File: src/verilog/pss_defines.svh
`ifndef PSS_DEFINES_SVH
`define PSS_DEFINES_SVH

// Management bus geometry.
`define PSS_ADDR_W            5
`define PSS_DATA_W            16

// Register offsets on the management bus.
`define PSS_OFF_BASIC_STATUS  5'h01
`define PSS_OFF_AN_EXPANSION  5'h06
`define PSS_OFF_SUMMARY       5'h10
`define PSS_OFF_INT_STATUS    5'h12
`define PSS_OFF_FALSE_CARRIER 5'h14
`define PSS_OFF_RX_ERROR      5'h15
`define PSS_OFF_PCS_CONFIG    5'h16
`define PSS_OFF_TEN_MBPS      5'h1A

// Field positions in the summary word.
`define PSS_BIT_RESERVED      15
`define PSS_BIT_CROSSOVER     14
`define PSS_BIT_RX_ERROR      13
`define PSS_BIT_POLARITY      12
`define PSS_BIT_SIG_DETECT    10
`define PSS_BIT_FALSE_CARRIER 11
`define PSS_BIT_DESCR_LOCK    9
`define PSS_BIT_PAGE_RCVD     8
`define PSS_BIT_INT_PENDING   7
`define PSS_BIT_REMOTE_FAULT  6
`define PSS_BIT_JABBER        5
`define PSS_BIT_AN_COMPLETE   4
`define PSS_BIT_LOOPBACK      3
`define PSS_BIT_DUPLEX        2
`define PSS_BIT_SPEED10       1
`define PSS_BIT_LINK          0

// Signal-detect qualify enable inside the configuration register.
`define PSS_BIT_SD_QUAL       8
`define PSS_SD_QUAL_RST       1'h0

// Latch slots held by the sticky-bit bank.
`define PSS_NUM_LATCH         10
`define PSS_LT_RX_ERROR       0
`define PSS_LT_POLARITY       1
`define PSS_LT_FALSE_CARRIER  2
`define PSS_LT_SD_LOW         3
`define PSS_LT_LOCK_LOW       4
`define PSS_LT_PAGE_RCVD      5
`define PSS_LT_INT_PENDING    6
`define PSS_LT_REMOTE_FAULT   7
`define PSS_LT_JABBER         8
`define PSS_LT_LINK_LOW       9

`define PSS_WORD_ZERO         16'h0000

`endif

File: src/verilog/pss_pkg.sv
package pss_pkg;
  `include "pss_defines.svh"

  // One management bus request as the master drives it.
  typedef struct packed {
    logic                   rd;
    logic                   wr;
    logic [`PSS_ADDR_W-1:0] addr;
    logic [`PSS_DATA_W-1:0] wdata;
  } pss_bus_req_t;

  // Raw indications from the physical-layer logic, same clock.
  typedef struct packed {
    logic rx_error_evt;
    logic polarity_inverted;
    logic false_carrier_evt;
    logic signal_detect_raw;
    logic descrambler_lock;
    logic page_rcvd_evt;
    logic int_pending_evt;
    logic remote_fault_evt;
    logic jabber_detect;
    logic an_complete;
    logic loopback_en;
    logic duplex_full;
    logic speed_10;
    logic link_up;
    logic crossover_state;
  } pss_phy_in_t;

  // One-cycle read hits on the registers whose reads clear latches.
  typedef struct packed {
    logic basic_status;
    logic an_expansion;
    logic summary;
    logic int_status;
    logic false_carrier;
    logic rx_error;
    logic ten_mbps;
  } pss_rd_hit_t;
endpackage

File: src/verilog/pss_status_summary.sv
`timescale 1ns/10ps
module pss_status_summary
  import pss_pkg::*;
(
  input  wire logic              ref_clk,      // System clock, 100 MHz.
  input  wire logic              rst,          // Synchronous reset, active high.
  input  wire pss_bus_req_t      bus_req,      // Management bus request.
  output logic [`PSS_DATA_W-1:0] rd_data,      // Read data, cycle after the read.
  input  wire pss_phy_in_t       phy_in,       // Raw physical-layer indications.
  output logic                   sd_qual_q     // Qualified signal detect to link monitor.
);

  logic [`PSS_DATA_W-1:0]   summary_w;
  logic [`PSS_NUM_LATCH-1:0] latch_set;
  logic [`PSS_NUM_LATCH-1:0] latch_clr;
  logic [`PSS_NUM_LATCH-1:0] latch_q;
  logic                     sd_qual_en;
  logic                     sd_qual_d;
  pss_rd_hit_t              rd_hit;
  logic                     rst_q;

  pss_reg_port u_reg_port (
    .ref_clk    (ref_clk),
    .bus_req    (bus_req),
    .rst        (rst),
    .summary_w  (summary_w),
    .rd_data    (rd_data),
    .sd_qual_en (sd_qual_en),
    .rd_hit     (rd_hit)
  );

  assign sd_qual_d = phy_in.signal_detect_raw & (phy_in.descrambler_lock | ~sd_qual_en);

  always_ff @(posedge ref_clk)
  begin
    if (rst)
      sd_qual_q <= 1'b0;
    else
      sd_qual_q <= sd_qual_d;
  end

  assign latch_set[`PSS_LT_RX_ERROR]      = phy_in.rx_error_evt;
  assign latch_clr[`PSS_LT_RX_ERROR]      = rd_hit.rx_error;
  assign latch_set[`PSS_LT_POLARITY]      = phy_in.polarity_inverted;
  assign latch_clr[`PSS_LT_POLARITY]      = rd_hit.ten_mbps;
  assign latch_set[`PSS_LT_FALSE_CARRIER] = phy_in.false_carrier_evt;
  assign latch_clr[`PSS_LT_FALSE_CARRIER] = rd_hit.false_carrier;
  assign latch_set[`PSS_LT_SD_LOW]        = ~sd_qual_q;
  assign latch_clr[`PSS_LT_SD_LOW]        = rd_hit.summary;
  assign latch_set[`PSS_LT_LOCK_LOW]      = ~phy_in.descrambler_lock;
  assign latch_clr[`PSS_LT_LOCK_LOW]      = rd_hit.summary;
  assign latch_set[`PSS_LT_PAGE_RCVD]     = phy_in.page_rcvd_evt;
  assign latch_clr[`PSS_LT_PAGE_RCVD]     = rd_hit.an_expansion;
  assign latch_set[`PSS_LT_INT_PENDING]   = phy_in.int_pending_evt;
  assign latch_clr[`PSS_LT_INT_PENDING]   = rd_hit.int_status;
  assign latch_set[`PSS_LT_REMOTE_FAULT]  = phy_in.remote_fault_evt;
  assign latch_clr[`PSS_LT_REMOTE_FAULT]  = rd_hit.basic_status;
  assign latch_set[`PSS_LT_JABBER]        = phy_in.jabber_detect;
  assign latch_clr[`PSS_LT_JABBER]        = rd_hit.basic_status;
  assign latch_set[`PSS_LT_LINK_LOW]      = ~phy_in.link_up;
  assign latch_clr[`PSS_LT_LINK_LOW]      = rd_hit.basic_status;

  genvar gi;
  generate
    for (gi = 0; gi < `PSS_NUM_LATCH; gi = gi + 1)
    begin : g_latch
      pss_sticky_bit u_bit (
        .ref_clk (ref_clk),
        .rst     (rst),
        .set_req (latch_set[gi]),
        .clr_req (latch_clr[gi]),
        .held_q  (latch_q[gi])
      );
    end
  endgenerate

  // Latch-low bits show the live level only if it has not dropped since the last read.
  always_comb
  begin
    summary_w = `PSS_WORD_ZERO;
    summary_w[`PSS_BIT_RESERVED]      = 1'b0;
    summary_w[`PSS_BIT_CROSSOVER]     = phy_in.crossover_state;
    summary_w[`PSS_BIT_RX_ERROR]      = latch_q[`PSS_LT_RX_ERROR];
    summary_w[`PSS_BIT_POLARITY]      = latch_q[`PSS_LT_POLARITY];
    summary_w[`PSS_BIT_FALSE_CARRIER] = latch_q[`PSS_LT_FALSE_CARRIER];
    summary_w[`PSS_BIT_SIG_DETECT]    = sd_qual_q & ~latch_q[`PSS_LT_SD_LOW];
    summary_w[`PSS_BIT_DESCR_LOCK]    = phy_in.descrambler_lock & ~latch_q[`PSS_LT_LOCK_LOW];
    summary_w[`PSS_BIT_PAGE_RCVD]     = latch_q[`PSS_LT_PAGE_RCVD];
    summary_w[`PSS_BIT_INT_PENDING]   = latch_q[`PSS_LT_INT_PENDING];
    summary_w[`PSS_BIT_REMOTE_FAULT]  = latch_q[`PSS_LT_REMOTE_FAULT];
    summary_w[`PSS_BIT_JABBER]        = latch_q[`PSS_LT_JABBER];
    summary_w[`PSS_BIT_AN_COMPLETE]   = phy_in.an_complete;
    summary_w[`PSS_BIT_LOOPBACK]      = phy_in.loopback_en;
    summary_w[`PSS_BIT_DUPLEX]        = phy_in.duplex_full;
    summary_w[`PSS_BIT_SPEED10]       = phy_in.speed_10;
    summary_w[`PSS_BIT_LINK]          = phy_in.link_up & ~latch_q[`PSS_LT_LINK_LOW];
  end

  // Keeps the checks off through the first edge after reset, whose samples still show reset state.
  always_ff @(posedge ref_clk)
  begin
    rst_q <= rst;
  end
endmodule // pss_status_summary

File: src/verilog/pss_sticky_bit.sv
`timescale 1ns/10ps
module pss_sticky_bit
  import pss_pkg::*;
(
  input  wire logic ref_clk, // System clock.
  input  wire logic rst,     // Synchronous reset, active high.
  input  wire logic set_req, // Event or level that sets the latch.
  input  wire logic clr_req, // Clearing read.
  output logic      held_q   // Latched state.
);

  // A set in the clearing cycle wins so no event is lost.
  always_ff @(posedge ref_clk)
  begin
    if (rst)
      held_q <= 1'b0;
    else if (set_req)
      held_q <= 1'b1;
    else if (clr_req)
      held_q <= 1'b0;
  end

endmodule // pss_sticky_bit

File: src/verilog/pss_reg_port.sv
`timescale 1ns/10ps
module pss_reg_port
  import pss_pkg::*;
(
  input  wire logic                   ref_clk,   // System clock.
  input  wire pss_bus_req_t           bus_req,   // Management bus request.
  input  wire logic                   rst,       // Synchronous reset, active high.
  input  wire logic [`PSS_DATA_W-1:0] summary_w, // Live summary word.
  output logic [`PSS_DATA_W-1:0]      rd_data,   // Read data, cycle after the read.
  output logic                        sd_qual_en, // Qualify signal detect with lock.
  output pss_rd_hit_t                 rd_hit     // Read hits per register.
);

  logic                   sd_qual_q;
  logic                   sd_qual_d;
  logic [`PSS_DATA_W-1:0] cfg_word;
  logic [`PSS_DATA_W-1:0] rd_mux;
  logic                   hit_summary;
  logic                   hit_cfg;
  logic                   rd_summary;
  logic                   rd_cfg;

  assign hit_summary = (bus_req.addr == `PSS_OFF_SUMMARY);
  assign hit_cfg     = (bus_req.addr == `PSS_OFF_PCS_CONFIG);
  assign rd_summary  = bus_req.rd & hit_summary;
  assign rd_cfg      = bus_req.rd & hit_cfg;

  assign rd_hit.basic_status  = bus_req.rd & (bus_req.addr == `PSS_OFF_BASIC_STATUS);
  assign rd_hit.an_expansion  = bus_req.rd & (bus_req.addr == `PSS_OFF_AN_EXPANSION);
  assign rd_hit.summary       = rd_summary;
  assign rd_hit.int_status    = bus_req.rd & (bus_req.addr == `PSS_OFF_INT_STATUS);
  assign rd_hit.false_carrier = bus_req.rd & (bus_req.addr == `PSS_OFF_FALSE_CARRIER);
  assign rd_hit.rx_error      = bus_req.rd & (bus_req.addr == `PSS_OFF_RX_ERROR);
  assign rd_hit.ten_mbps      = bus_req.rd & (bus_req.addr == `PSS_OFF_TEN_MBPS);

  // summary writes ignored
  // Only the qualify enable is writable; the summary word takes no writes.
  assign sd_qual_d = (bus_req.wr & hit_cfg) ? bus_req.wdata[`PSS_BIT_SD_QUAL] : sd_qual_q;
  assign sd_qual_en = sd_qual_q;

  always_comb
  begin
    cfg_word = `PSS_WORD_ZERO;
    cfg_word[`PSS_BIT_SD_QUAL] = sd_qual_q;
  end

  // Unmapped addresses read as zero.
  assign rd_mux = rd_summary ? summary_w : (rd_cfg ? cfg_word : `PSS_WORD_ZERO);

  always_ff @(posedge ref_clk)
  begin
    if (rst)
    begin
      sd_qual_q <= `PSS_SD_QUAL_RST;
      rd_data   <= `PSS_WORD_ZERO;
    end
    else
    begin
      sd_qual_q <= sd_qual_d;
      rd_data   <= bus_req.rd ? rd_mux : `PSS_WORD_ZERO;
    end
  end

endmodule // pss_reg_port

File: config.mk
export PLATFORM = sky130hd
export DESIGN_NAME = pss_status_summary
export DESIGN_NICKNAME = d
export VERILOG_FILES = /design/src/verilog/pss_pkg.sv /design/src/verilog/pss_status_summary.sv /design/src/verilog/pss_sticky_bit.sv /design/src/verilog/pss_reg_port.sv
export VERILOG_INCLUDE_DIRS = /design/src /design/src/verilog
export SDC_FILE = /design/constraint.sdc
export NUM_CORES = 1
export LEC_CHECK = 0
export BUFFER_PORTS_ARGS = -buffer_cell sky130_fd_sc_hd__buf_2
export CAP_MARGIN = 40
export CORE_MARGIN = 1
export CORE_UTILIZATION = 37
export DETAILED_ROUTE_END_ITERATION = 7
export GPL_TIMING_DRIVEN = 1
export PLACE_DENSITY_LB_ADDON = 0.25
export SLEW_MARGIN = 20
export SYNTH_ARGS = -nofsm -noshare
export SYNTH_HDL_FRONTEND = slang
export SYNTH_SLANG_ARGS = --single-unit
File: constraint.sdc
create_clock -name ref_clk -period 1.2 [get_ports ref_clk]
set_input_delay 0 -clock ref_clk [delete_from_list [all_inputs] [get_ports ref_clk]]
set_output_delay 0 -clock ref_clk [all_outputs]
set_load 0.01 [all_outputs]
# Word level (Yosys, flattened, before mapping)

Index checks and enable logic that the tools add are counted.

Equality and inequality tests: 11
Bitwise operators: 19
Reductions and logical operators: 9
Mux-type cells: 19

Operators by type and width:

| cell                                                                     | number |
|---|---|
| 5-bit equality test (second input constant)                              | 6 |
| 1-bit 2-to-1 mux                                                         | 17 |
| 15-bit 2-to-1 mux                                                        | 1 |
| 2-bit nonzero test                                                       | 7 |
| 1-bit bitwise AND                                                        | 13 |
| 9-bit 2-to-1 mux                                                         | 1 |
| 2-bit by 1-bit inequality test with 1-bit output (second input constant) | 3 |
| 5-bit by 1-bit equality test with 1-bit output (second input constant)   | 1 |
| 5-bit by 3-bit equality test with 1-bit output (second input constant)   | 1 |
| 1-bit NOT                                                                | 5 |
| 3-bit OR reduction                                                       | 1 |
| 2-bit OR reduction                                                       | 1 |
| 1-bit OR                                                                 | 1 |

Output and inout port bits: 17
Word-level logic and storage cells: 72
Bits of input ports: 40
Flip-flop bits (word level): 28

# Longest topological paths before layout

Word-level depth: 4
Depth in mapped cells: 5
Gate-level depth less buffers: 3

# Cells and area by module

Synthesis repeated with hierarchy kept, for this count alone.

Cells, all modules: 110
Area total of the unflattened synthesis: 1104.8 µm²

Modules (own cells, without submodules):

| module             | instances | area each (µm²) | sequential area each (µm²) | cells an instance |
|---|---|---|---|---|
| pss_reg_port       | 1         | 654.4           | 340.3                      | 60 |
| pss_sticky_bit     | 10        | 38.8            | 20.0                       | 4 |
| pss_status_summary | 1         | 62.6            | 20.0                       | 10 |

# Least setup slack after synthesis

Ideal clock, no wire load.

Path kind: input-to-reg
From: input bus_req[17] (netlist name)
To: register u_reg_port.rd_data[11]
Data arrival time: 1.054 ns
Setup time: 0.059 ns
Stages: 5
Required time: 1.141 ns
Path slack: 0.087 ns
Path buffers: 2
Path through: or4b_1 -> buf_2 -> nor3_4 -> buf_6 -> and2_1

Word-level cells in the longest chain between the ends: 3

Ends and longest elaborated chain:

| what                          | line                    | text |
|---|---|---|
| start, declared               | pss_status_summary.sv:7 | `input wire pss_bus_req_t bus_req,` |
| 5-bit equality test (no line) | -                       |  |
| 1-bit bitwise AND             | pss_reg_port.sv:25      | `assign rd_summary = bus_req.rd & hit_summary;` |
| 15-bit 2-to-1 mux             | pss_reg_port.sv:48      | `` assign rd_mux = rd_summary ? summary_w : (rd_cfg ? cfg_word : `PSS_WORD_ZERO); `` |
| end signal, assigned          | pss_reg_port.sv:55      | `` rd_data <= `PSS_WORD_ZERO; `` |
| end signal, assigned          | pss_reg_port.sv:60      | `` rd_data <= bus_req.rd ? rd_mux : `PSS_WORD_ZERO; `` |
| end, declared                 | pss_reg_port.sv:9       | `` output logic [`PSS_DATA_W-1:0] rd_data, `` |

Every way passes these cells.
A chain may end at the register's enable or synchronous reset.

# Worst setup path after layout

From: input bus_req[17] (netlist name)
To: register g_latch[9].u_bit.held_q

Word-level cells in the longest chain between the ends: 3

Ends and longest elaborated chain:

| what                                                       | line                 | text |
|---|---|---|
| 5-bit by 1-bit equality test with 1-bit output (no line)   | -                    |  |
| 1-bit bitwise AND                                          | pss_reg_port.sv:28   | `` assign rd_hit.basic_status = bus_req.rd & (bus_req.addr == `PSS_OFF_BASIC_STATUS); `` |
| 2-bit by 1-bit inequality test with 1-bit output (no line) | -                    |  |
| end signal, assigned                                       | pss_sticky_bit.sv:16 | `held_q <= 1'b0;` |
| end signal, assigned                                       | pss_sticky_bit.sv:18 | `held_q <= 1'b1;` |
| end signal, assigned                                       | pss_sticky_bit.sv:20 | `held_q <= 1'b0;` |
| end, declared                                              | pss_sticky_bit.sv:9  | `output logic held_q` |

Every way passes these cells.

==> metrics.log <==
INFO  metric cts_repair_resize_count = 0
INFO  metric fin_nets = 200
INFO  metric hold_viol = 0
INFO  metric dieArea = 0.00277 sq mm
INFO  metric fill_cells = 203
INFO  metric instance_area_after_placement = 0.00120 sq mm
INFO  metric category_of_the_critical_setup_timing_path = primary input to register
INFO  metric grt_start_max_net_pins = 16
INFO  metric finClkSkew = 12.5 ps
INFO  metric hold_path.class = primary input to register
INFO  metric cts_post_setup_buffers_inserted = 0
INFO  metric antenna_violations_before_repair = 0
INFO  metric clock_latency = 320 ps
INFO  metric ir_drop = 0.595 mV
INFO  metric detail_route.drc_violations = 0
INFO  metric port-buffer-count = 40
INFO  metric design.core.area = 0.00232 sq mm
INFO  metric route.detailed.vias_per_inst = 4.65
INFO  metric detailed_placer_s_ending_hpwl = 1.43 mm
INFO  metric synth.net_count = 135
INFO  metric finish.instance_area = 0.00141 sq mm
INFO  metric timing_max_transition_violations_final = 0
INFO  metric synth_warnings = 0
INFO  metric yosys.cell_types.count = 24
INFO  metric yosys_register_bits = 27
INFO  metric detail_route.wirelength.met1 = 888 microns
INFO  metric report.final.setup_viol = 0
INFO  metric highest_layer = met4
INFO  metric maxCapViolations = 0
INFO  metric grt_overflow_total = 0
INFO  metric via_count = 869
INFO  metric grt.total_usage = 15.7%
INFO  metric critical_path_peak_fanout = 6
INFO  metric r2r-start = g_latch[5].u_bit.held_q$_SDFFE_PP0P_
INFO  metric die-width = 52.6 microns
INFO  metric hold_start = rst
INFO  metric route.final.wire_length = 2.00 mm
INFO  metric ctsLongestPathBuffers = 2
INFO  metric grt_setup_unrepaired = false
INFO  metric root_buffer = sky130_fd_sc_hd__clkbuf_4
INFO  metric finalCoreUtilization = 60.8%
INFO  metric tritoncts_num_sinks = 27
INFO  metric stdcell_count = 187
INFO  metric drt-pass1-iter-count = 4
INFO  metric cts_clk_pin_slew_worst_paths = 150 ps
INFO  metric fin_crit = 929 ps
INFO  metric met2_length = 990 microns
INFO  metric critPathCaptureType = register
INFO  metric detail-route-antenna-nets = 0
INFO  metric slowest_delay = 590 ps
INFO  metric tritoncts.num_buffers = 3
INFO  metric max_clock_freq = 1080 MHz
INFO  metric core.rowCount = 17
INFO  metric final_layout_size_suffix_gt1_share = 32.1%
INFO  metric worstPathCellList = buf_2, or4b_1, buf_4, o21ai_0, a21oi_1
INFO  metric initial_util = 40.9%
INFO  metric worst_hold_path.num_cells = 2
INFO  metric ctsHtreeMaxLevel = 1
INFO  metric antenna_cells = 0
INFO  metric crit_path_start_kind = primary input
INFO  metric wirelength_per_cell = 10.7 microns
INFO  metric critPathRequiredTime = 1400 ps
INFO  metric first_global_vias = 782
INFO  metric whs_endpoint = g_latch[2].u_bit.held_q$_SDFFE_PP0P_
INFO  metric fin_tns_setup = 0 ps
INFO  metric die_h = 52.6 microns
INFO  metric reg2regPathDepth = 3
INFO  metric initialDrtViolationCount = 9
INFO  metric worst_path_max_delay_cell = sky130_fd_sc_hd__or4b_1
INFO  metric routabilityCongestion = 0.756
INFO  metric synth.yosys.seq_area_share = 57.0%
INFO  metric totalPowerFinal = 1.49 mW
INFO  metric p_leak = 0.710 nW
INFO  metric crit_arrival = 1130 ps
INFO  metric mappedNetlistArea = 948 sq um
INFO  metric r2r-end = u_reg_port.rd_data[8]$_SDFF_PP0_
INFO  metric grt_pass1_wl = 3.13 mm
INFO  metric postSynthCellCount = 95
INFO  metric outcome = completed
INFO  metric syn_area_per_cell = 9.98 sq um
INFO  metric area_growth = 48.5%
INFO  metric io_pins = 57
INFO  metric internal_reg_to_reg_setup_slack = 380 ps
INFO  metric place.detailed.instances = 165
INFO  metric power.density = 1050 mW/mm^2
INFO  metric period_share = 77.5%
INFO  metric cts_tree = built
INFO  metric wl_met3 = 105 microns
timing repair:
action	4_1_cts	5_1_grt
hold endpoints to repair	18	0
endpoints found under the setup margin	0	0
hold buffers	18	0
synthesized netlist by cell type:
cell type | count | area (sq um)
sky130_fd_sc_hd__or4bb_1 | 2 | 22.5
sky130_fd_sc_hd__or4b_1 | 1 | 10.0
sky130_fd_sc_hd__and3b_1 | 3 | 26.3
sky130_fd_sc_hd__nor3_4 | 1 | 16.3
sky130_fd_sc_hd__dfxtp_1 | 27 | 541
sky130_fd_sc_hd__conb_1 | 1 | 3.75
sky130_fd_sc_hd__clkbuf_1 | 1 | 3.75
sky130_fd_sc_hd__nor3_1 | 2 | 10.0
sky130_fd_sc_hd__inv_1 | 8 | 30.0
sky130_fd_sc_hd__nor2_1 | 2 | 7.51
sky130_fd_sc_hd__nor4_1 | 1 | 6.26
sky130_fd_sc_hd__o311ai_0 | 1 | 8.76
sky130_fd_sc_hd__buf_4 | 1 | 7.51
sky130_fd_sc_hd__nand2_1 | 4 | 15.0
sky130_fd_sc_hd__and3_1 | 1 | 6.26
sky130_fd_sc_hd__and2_1 | 11 | 68.8
sky130_fd_sc_hd__o41ai_1 | 1 | 8.76
sky130_fd_sc_hd__buf_2 | 1 | 5.00
sky130_fd_sc_hd__buf_6 | 1 | 11.3
sky130_fd_sc_hd__o21ai_0 | 9 | 45.0
sky130_fd_sc_hd__nand3b_1 | 2 | 15.0
sky130_fd_sc_hd__o211a_1 | 1 | 10.0
sky130_fd_sc_hd__a21oi_1 | 9 | 45.0
sky130_fd_sc_hd__nand2b_1 | 4 | 25.0
cells in the final DEF (no fill, tap or decap), drive strengths merged, types with 3 or more instances in the layout:
| cell type | count |
|---|---|
| inv | 8 |
| clkbuf | 3 |
| a21oi | 9 |
| nand2 | 4 |
| nor3 | 3 |
| o21ai | 9 |
| and2 | 11 |
| dlygate4sd3 | 18 |
| nand2b | 4 |
| buf | 46 |
| dfxtp | 27 |
| and3b | 3 |
how the worst max path moves through the flow:
| stage | slack, ps | from | endpoint | cells past startpoint |
|---|---|---|---|---|
| final | 270 | bus_req[17] | g_latch[9].u_bit.held_q$_SDFFE_PP0P_ | 5 |
| after global placement | -40 | bus_req[17] | g_latch[4].u_bit.held_q$_SDFFE_PP0P_ | 5 |
| after CTS | 280 | bus_req[17] | u_reg_port.rd_data[8]$_SDFF_PP0_ | 5 |
| after floorplan | 90 | bus_req[17] | u_reg_port.rd_data[11]$_SDFF_PP0_ | 5 |
| after global routing | 190 | bus_req[19] | u_reg_port.sd_qual_en$_SDFFE_PP0P_ | 4 |
| after detailed placement | -60 | bus_req[17] | u_reg_port.rd_data[8]$_SDFF_PP0_ | 5 |
report_power, final:
part | total, mW | internal (mW) | switching (mW)
Combinational | 0.171 | 0.101 | 0.0700
Clock | 0.379 | 0.124 | 0.255
Sequential | 0.935 | 0.924 | 0.0113
cells by family (layout without fill, tap and decap cells):
logic type	after synthesis	in the layout	synth area share, %
flops	27	27	57.0
compound gates	21	21	12.4
simple gates	34	34	24.1
other cells	1	1	0.395
buf+inv	12	76	6.07
metal layers:
metal  GRT usage (%)  vias to the layer above
li1                -                      444
met1            18.3                      394
met2            27.4                       29
met3            2.61                        2
met4            7.46                        0
met5               0                        -
metrics by stage:
stage                     setup WS [ps]  hold WS, ps
after floorplan                    87.1         91.9
after global routing                186         5.50
final                               271         16.3
after global placement            -38.6          195
after detailed placement          -60.0          204
after CTS                           276         8.25
layout make-up:
cell class,instances,area (sq um),share of cell area (%)
inverters,8,30.0,2.13
well taps,28,35.0,2.49
repair buffers,64,425,30.2
multi-input cells,56,350,24.9
clock buffers,3,22.5,1.60
clock inverters,1,5.00,0.355
flip-flops and latches,27,541,38.4
sequential cells by signal, indices dropped and copies added (netlist names):
| signal | cells |
|---|---|
| g_latch.u_bit.held_q | 10 |
| sd_qual_q | 1 |
| u_reg_port.rd_data | 15 |
| u_reg_port.sd_qual_en | 1 |
worst max-delay path, delay by kind of cell:
family                 cells  cell delay, ps
AND/OR/NAND/NOR            1             590
buffers and inverters      2             290
AO/OA/AOI/OAI              2             250
(Power assumes the default switching activity.)
